File: src/rtl/spl_pkg.sv
// Package of register offsets, field positions and reset values for the shared port pin logic
`default_nettype none
package spl_pkg;
  // ****************************************************
  // Register byte offsets
  // ****************************************************
  localparam logic [7:0] SPL_OFF_DATA    = 8'h00;
  localparam logic [7:0] SPL_OFF_DIR     = 8'h04;
  localparam logic [7:0] SPL_OFF_PULLUP  = 8'h08;
  localparam logic [7:0] SPL_OFF_ANALOG  = 8'h0C;
  localparam logic [7:0] SPL_OFF_OPTION  = 8'h10;
  localparam logic [7:0] SPL_OFF_IRQ_ST  = 8'h14;
  localparam logic [7:0] SPL_OFF_IRQ_MSK = 8'h18;
  localparam logic [7:0] SPL_OFF_PINS    = 8'h1C;
  // ****************************************************
  // Field positions and widths
  // ****************************************************
  localparam int SPL_NPIN       = 8;
  localparam int SPL_NANA       = 4;
  localparam int SPL_POS_OSC_A  = 2;
  localparam int SPL_POS_OSC_B  = 3;
  localparam int SPL_POS_IRQ_A  = 1;
  localparam int SPL_POS_IRQ_B  = 5;
  localparam int SPL_POS_RST    = 4;
  localparam int SPL_POS_OPT_PORT = 0;
  localparam int SPL_POS_BOOTED = 1;
  // ****************************************************
  // Reset values
  // ****************************************************
  localparam logic [7:0] SPL_RST_DATA   = 8'h00;
  localparam logic [7:0] SPL_RST_DIR    = 8'hFF;
  localparam logic [7:0] SPL_RST_PULLUP = 8'h00;
  localparam logic [3:0] SPL_RST_ANALOG = 4'h0;
  localparam logic [1:0] SPL_RST_IRQ    = 2'h0;
  localparam logic [31:0] SPL_ERR_NONE  = 32'h0000_0000;
  // ****************************************************
  // Boot sequencer states
  // ****************************************************
  typedef enum logic [2:0] {
    SPL_ST_HOLD = 3'b001,
    SPL_ST_LOAD = 3'b010,
    SPL_ST_RUN  = 3'b100
  } spl_state_t;
endpackage
`default_nettype wire

File: src/rtl/spl_port.sv
// Shared-function port pin logic with APB register access
//
// The implementer's own choices: the address map and the APB register port.
`default_nettype none
module spl_port
  import spl_pkg::*;
(
  input  wire logic        pclk,
  input  wire logic        presetn,
  input  wire logic        psel,
  input  wire logic        penable,
  input  wire logic        pwrite,
  input  wire logic [7:0]  paddr,
  input  wire logic [31:0] pwdata,
  output var  logic [31:0] prdata,
  output var  logic        pready,
  output var  logic        pslverr,
  input  wire logic [7:0]  option_byte,
  input  wire logic        option_valid,
  input  wire logic [7:0]  pin_in,
  output var  logic [7:0]  pin_out,
  output var  logic [7:0]  pin_oe,
  output var  logic [7:0]  pin_pullup,
  output var  logic [1:0]  pin_pulldown,
  output var  logic [3:0]  converter_select,
  output var  logic        core_reset_n,
  output var  logic        irq
);
  // ****************************************************
  // State
  // ****************************************************
  logic [7:0]  latch_q, latch_d;
  logic [7:0]  dir_q, dir_d;
  logic [7:0]  pullup_q, pullup_d;
  logic [3:0]  analog_q, analog_d;
  logic        port_mode_q, port_mode_d;
  logic [1:0]  irq_st_q, irq_st_d;
  logic [1:0]  irq_msk_q, irq_msk_d;
  logic [31:0] prdata_d;
  logic        pready_d, pslverr_d;
  logic [7:0]  out_d, oe_d, pu_d;
  logic [1:0]  pd_d;
  logic [3:0]  conv_d;
  logic        core_d, irq_d;
  logic [1:0]  edge_prev_q, edge_prev_d;
  spl_state_t  st_q, st_d;
  logic [7:0]  pin_sync;
  logic [7:0]  pin_view;
  logic        access, wr, rd;
  logic [1:0]  irq_lvl;

  spl_sync #(.W(SPL_NPIN)) u_sync (
    .pclk     (pclk),
    .presetn  (presetn),
    .async_in (pin_in),
    .level_q  (pin_sync)
  );

  assign access  = psel && penable && !pready;
  assign wr      = access && pwrite;
  assign rd      = access && !pwrite;
  // Driven level on each interrupt-shared pin, or its sampled input level
  assign irq_lvl = {dir_q[SPL_POS_IRQ_B] ? pin_sync[SPL_POS_IRQ_B] : latch_q[SPL_POS_IRQ_B],
                    dir_q[SPL_POS_IRQ_A] ? pin_sync[SPL_POS_IRQ_A] : latch_q[SPL_POS_IRQ_A]};

  // ****************************************************
  // Pin view
  // ****************************************************
  genvar i;
  generate
    for (i = 0; i < SPL_NPIN; i++) begin : g_pin
      assign pin_view[i] = dir_q[i] ? pin_sync[i] : latch_q[i];
    end
  endgenerate

  // ****************************************************
  // Boot sequencer
  // ****************************************************
  always_comb begin
    st_d        = st_q;
    port_mode_d = port_mode_q;
    case (st_q)
      SPL_ST_HOLD: begin
        st_d = SPL_ST_LOAD;
      end
      SPL_ST_LOAD: begin
        if (option_valid && pin_sync[SPL_POS_RST]) begin
          port_mode_d = option_byte[SPL_POS_OPT_PORT];
          st_d        = SPL_ST_RUN;
        end
      end
      SPL_ST_RUN: begin
        // external reset only when not a port
        if (!port_mode_q && !pin_sync[SPL_POS_RST]) begin
          st_d = SPL_ST_LOAD;
        end
      end
      default: st_d = SPL_ST_HOLD;
    endcase
  end

  // ****************************************************
  // Register file
  // ****************************************************
  always_comb begin
    latch_d     = latch_q;
    dir_d       = dir_q;
    pullup_d    = pullup_q;
    analog_d    = analog_q;
    irq_msk_d   = irq_msk_q;
    irq_st_d    = irq_st_q;
    edge_prev_d = irq_lvl;
    prdata_d    = prdata;
    pslverr_d   = 1'b0;
    pready_d    = access;
    if (wr) begin
      case (paddr)
        SPL_OFF_DATA:    latch_d   = pwdata[7:0];
        SPL_OFF_DIR:     dir_d     = pwdata[7:0];
        SPL_OFF_PULLUP:  pullup_d  = pwdata[7:0];
        SPL_OFF_ANALOG:  analog_d  = pwdata[3:0];
        SPL_OFF_IRQ_MSK: irq_msk_d = pwdata[1:0];
        SPL_OFF_IRQ_ST, SPL_OFF_OPTION, SPL_OFF_PINS: ;
        default:         pslverr_d = 1'b1;
      endcase
    end
    if (rd) begin
      prdata_d = SPL_ERR_NONE;
      case (paddr)
        SPL_OFF_DATA:    prdata_d[7:0] = pin_view;
        SPL_OFF_DIR:     prdata_d[7:0] = dir_q;
        SPL_OFF_PULLUP:  prdata_d[7:0] = pullup_q;
        SPL_OFF_ANALOG:  prdata_d[3:0] = analog_q;
        SPL_OFF_OPTION: begin
          prdata_d[SPL_POS_OPT_PORT] = port_mode_q;
          prdata_d[SPL_POS_BOOTED]   = (st_q == SPL_ST_RUN);
        end
        SPL_OFF_IRQ_ST: begin
          prdata_d[1:0] = irq_st_q;
          irq_st_d      = 2'b00;
        end
        SPL_OFF_IRQ_MSK: prdata_d[1:0] = irq_msk_q;
        SPL_OFF_PINS:    prdata_d[7:0] = pin_sync;
        default:         pslverr_d     = 1'b1;
      endcase
    end
    // level change sets flag; set wins over read clear
    irq_st_d = irq_st_d | (irq_lvl ^ edge_prev_q);
  end

  // ****************************************************
  // Pad drive
  // ****************************************************
  always_comb begin
    conv_d = analog_q;
    oe_d   = ~dir_q & ~{4'h0, analog_q};
    out_d  = latch_q & oe_d;
    pu_d   = pullup_q & dir_q & ~{4'h0, analog_q};
    pd_d   = (st_q == SPL_ST_HOLD) ? 2'b11 : 2'b00;
    core_d = (st_d == SPL_ST_RUN);
    irq_d  = |(irq_st_d & ~irq_msk_q);
  end

  always_ff @(posedge pclk or negedge presetn) begin
    if (!presetn) begin
      latch_q      <= SPL_RST_DATA;
      dir_q        <= SPL_RST_DIR;
      pullup_q     <= SPL_RST_PULLUP;
      analog_q     <= SPL_RST_ANALOG;
      port_mode_q  <= 1'b0;
      irq_st_q     <= SPL_RST_IRQ;
      irq_msk_q    <= SPL_RST_IRQ;
      edge_prev_q  <= SPL_RST_IRQ;
      st_q         <= SPL_ST_HOLD;
      prdata       <= SPL_ERR_NONE;
      pready       <= 1'b0;
      pslverr      <= 1'b0;
      pin_out      <= 8'h00;
      pin_oe       <= 8'h00;
      pin_pullup   <= 8'h00;
      pin_pulldown <= 2'b11;
      converter_select <= 4'h0;
      core_reset_n <= 1'b0;
      irq          <= 1'b0;
    end else begin
      latch_q      <= latch_d;
      dir_q        <= dir_d;
      pullup_q     <= pullup_d;
      analog_q     <= analog_d;
      port_mode_q  <= port_mode_d;
      irq_st_q     <= irq_st_d;
      irq_msk_q    <= irq_msk_d;
      edge_prev_q  <= edge_prev_d;
      st_q         <= st_d;
      prdata       <= prdata_d;
      pready       <= pready_d;
      pslverr      <= pslverr_d;
      pin_out      <= out_d;
      pin_oe       <= oe_d;
      pin_pullup   <= pu_d;
      pin_pulldown <= pd_d;
      converter_select <= conv_d;
      core_reset_n <= core_d;
      irq          <= irq_d;
    end
  end
endmodule // spl_port
`default_nettype wire

File: src/rtl/spl_sync.sv
// Three-stage pin synchroniser with agreement filter
`default_nettype none
module spl_sync
  import spl_pkg::*;
#(
  parameter int W = 8
) (
  input  wire logic         pclk,
  input  wire logic         presetn,
  input  wire logic [W-1:0] async_in,
  output var  logic [W-1:0] level_q
);
  logic [W-1:0] s1_q, s2_q, s3_q;
  logic [W-1:0] level_d;

  // A change is taken only once stages two and three agree
  genvar i;
  generate
    for (i = 0; i < W; i++) begin : g_bit
      always_comb begin
        level_d[i] = (s2_q[i] == s3_q[i]) ? s3_q[i] : level_q[i];
      end
    end
  endgenerate

  always_ff @(posedge pclk or negedge presetn) begin
    if (!presetn) begin
      s1_q    <= '0;
      s2_q    <= '0;
      s3_q    <= '0;
      level_q <= '0;
    end else begin
      s1_q    <= async_in;
      s2_q    <= s1_q;
      s3_q    <= s2_q;
      level_q <= level_d;
    end
  end
endmodule // spl_sync
`default_nettype wire

File: config.mk
export PLATFORM = sky130hd
export DESIGN_NAME = spl_port
export DESIGN_NICKNAME = d
export VERILOG_FILES = /design/src/rtl/spl_pkg.sv /design/src/rtl/spl_port.sv /design/src/rtl/spl_sync.sv
export SDC_FILE = /design/constraint.sdc
export NUM_CORES = 1
export LEC_CHECK = 0
export ABC_CLOCK_PERIOD_IN_PS = 3800
export BUFFER_PORTS_ARGS = -buffer_cell sky130_fd_sc_hd__buf_2
export CAP_MARGIN = 20
export CORE_UTILIZATION = 45
export CTS_BUF_LIST = sky130_fd_sc_hd__clkbuf_16
export CTS_CLUSTER_SIZE = 10
export DETAILED_ROUTE_END_ITERATION = 16
export PLACE_DENSITY = 0.76
export SYNTH_ARGS = -nofsm -noshare
export SYNTH_HDL_FRONTEND = slang
export SYNTH_SLANG_ARGS = --single-unit
File: constraint.sdc
create_clock -name pclk -period 3.8 [get_ports pclk]
set_clock_uncertainty 0.2 [all_clocks]
set_input_delay 0.57 -clock pclk [delete_from_list [all_inputs] [get_ports pclk]]
set_output_delay 0.57 -clock pclk [all_outputs]
set_load 0.05 [all_outputs]
==> impl_metrics.yaml <==
global_routing:
  grt_remaining_overflow: 0
  grt_pass1_wl_um: 13600
  antenna_found_initial: 0
  first_global_vias: 2616
  grt_usage: 0.181
  grt_max_degree: 50
die:
  num_rows: 35
  dieArea_sq_um: 10300
  start_util: 0.471
  ios: 128
  die_h_um: 101
  die_w_um: 101
  core_area_sq_um: 9420
synth:
  synth_cell_types: 56
  async_flop_share: 1.00
  seq_area_frac_synth: 0.629
  synth_edf_count: 0
  syn-instance-count: 333
  syn_area_per_cell_sq_um: 13.3
  synth.cell_area_sq_um: 4440
  ys_warn_count: 0
  synth-main-ff-cell: "dfrtp_1"
  ys_seq_elements: 111
route:
  drt-pass1-iter-count: 4
  dr.first_iter.drc_count: 168
  ant_nets: 0
  wl_um: 8460
  vias_per_cell: 5.03
  wl_per_cell_um: 15.5
  drc: 0
  vias: 2735
power_and_ir_drop:
  p_leak_nw: 2.54
  ir_worst_vdd_mv: 0.220
  power.density_nw_per_um2: 502
clocking:
  clockRootBuffer: "clkbuf_16"
  htree_levels: 3
  ctsHoldBuffers: 0
  clock_sinks: 111
  cts.repair.resized: 0
  tritoncts: "built"
  ctsLongestPathBuffers: 2
  cts_setup_buffers: 0
  insertion_delay_ns: 0.35
  cts_buffers: 9
  clk_pin_slew_ns: 0.07
critical_path:
  slowest_delay_ns: 0.85
  crit_path_max_fanout: 14
  ff2ff_setup_slack_ns: 1.59
  cpLargestDelayFamily: "simple AND/OR/NAND/NOR gates"
  worstPathCellList: "buf_2 -> nor3_4 -> nand2_2 -> or4_1 -> mux2_4"
  worstReg2RegStart: "pready"
  criticalPathCategory: "in -> reg"
  cp-start-kind: "input port"
  cp_num_buf_inv: 1
  r2r-end: "dir_q[7]"
  setup.worst_path.end_class: "flop"
  cp_slowest_cell: "or4_1"
  startpoint: "paddr[3]"
  required_ns: 3.88
  cp.arrival_ns: 2.56
  reg2reg_depth: 3
  cp_num_cells: 5
outcome:
  outcome: "completed"
sta:
  hold_violations: 0
  tightest_slew_ns: 0.678
  rsz0062_at_grt: "false"
  finalSetupViolCount: 0
  tns_ns: 0
  period_share: 0.653
  finalCriticalPeriod_ns: 2.48
  relSlewSlack: 0.548
  maxSlewViolCount: 0
  fmax_mhz: 403
cells_and_area:
  final_common_cell: "dfrtp_1"
  syn2layout_area_growth_pct: 16.4
  layout-drive-gt1-share: 0.306
  nets: 472
  antenna_cells: 0
  instances_no_fill: 544
  num-fill-cells: 794
  final_cell_mix: "101 x dfrtp_1, 71 x buf_2, 24 x conb_1"
hold_path:
  hp-class: "in -> async"
placed_design:
  routabilityCongestion: 0.812
  dpl.cell_count: 528
  dpl.hpwl_um: 6020
  io_buffers: 72
job:
  drv_cap: 0
[worst register-to-register path, stage by stage (launching register included)]
cell and delay, ns:
dfrtp_1 0.39, nand4b_1 0.31, or4_1 0.82, mux2_4 0.42
[how the worst max path moves through the flow]
stage | to | slack, ns
2_1_floorplan | latch_q[0] | 1.62
3_5_place_dp | dir_q[7] | 0.94
6_report | dir_q[7] | 1.32
3_3_place_gp | dir_q[3] | 0.98
5_1_grt | dir_q[0] | 1.28
4_1_cts | dir_q[6] | 1.30
[cells by family (layout without fill, tap and decap cells)]
kind of cell | count (synthesis) | in the layout | synth area share
other | 1 | 24 | 0.000845
AND/OR/NAND/NOR | 82 | 82 | 0.103
adder cells (fa/ha/maj) | 8 | 8 | 0.0181
buffers and inverters | 43 | 102 | 0.0592
multiplexers | 38 | 38 | 0.109
AO/OA/AOI/OAI | 46 | 46 | 0.0728
flip-flops | 111 | 111 | 0.629
XOR/XNOR | 4 | 4 | 0.00790
[sequential cells by signal, indices dropped and copies added, names as in the netlist, 4 cells and up]
signal and flops:
dir_q 8, pullup_q 8, pin_out 8, u_sync.level_q 8, latch_q 8, u_sync.s3_q 8, u_sync.s1_q 8, converter_select 4
analog_q 4, prdata 8, pin_pullup 8, pin_oe 8, u_sync.s2_q 8
[power by group]
group          leakage [nW]  switching, W  internal (W)
sequential             1.38     0.0000550       0.00126
combinational          1.01      0.000236     0.0000893
clock                 0.148      0.000430      0.000520
[cell type report]
cell class / instances / area [sq um] / area share
inverter: 8 / 30.0 / 0.00582
sequential: 111 / 2790 / 0.540
clock buffer: 9 / 225 / 0.0436
clock inverter: 7 / 80.1 / 0.0155
multi-input combinational: 202 / 1470 / 0.284
timing repair buffer: 78 / 408 / 0.0790
tap: 129 / 161 / 0.0313
[synthesized netlist by cell type (2+ instances only)]
master / instances / area [sq um]
o31ai_1: 3 / 22.5
nor3b_1: 3 / 22.5
nor3_1: 2 / 10.0
and2_1: 7 / 43.8
maj3_1: 8 / 80.1
o21ai_1: 5 / 25.0
nor2_1: 19 / 71.3
inv_1: 8 / 30.0
or3_1: 2 / 12.5
dfrtp_1: 101 / 2530
a22o_1: 4 / 35.0
nor2b_1: 8 / 50.1
xor2_1: 4 / 35.0
buf_4: 25 / 188
a21oi_1: 8 / 40.0
a221oi_1: 4 / 35.0
nand2b_1: 2 / 12.5
o2bb2ai_1: 3 / 26.3
mux2i_1: 4 / 40.0
mux2_4: 16 / 240
o21ai_0: 4 / 20.0
a22oi_1: 2 / 15.0
nand2_1: 20 / 75.1
clkbuf_1: 8 / 30.0
a21boi_0: 3 / 22.5
nand3_1: 4 / 20.0
dfstp_2: 10 / 263
and3_1: 2 / 12.5
mux2_1: 17 / 191
[routing by layer]
layer	routed length, um	track usage	share of wire	vias to the layer above
met5	0	0	0	-
met2	3920	0.265	0.46	105
met1	3700	0.251	0.44	1343
li1	-	-	-	1265
met4	213	0.0914	0.025	0
met3	625	0.0462	0.074	22
[stage by stage]
step	hold WS, ns	utilization	power, W	setup WS, ns	instance area (sq um)
after CTS	0.0522	0.548	0.00261	1.30	5160
final	0.0297	0.548	0.00259	1.32	5160
after floorplan	0.0744	-	0.00158	1.62	4520
after global routing	0.0752	0.548	0.00270	1.28	5160
after global placement	0.132	0.516	0.00165	0.978	4860
after detailed placement	0.135	0.516	0.00166	0.942	4860
(Power assumes the default switching activity.)
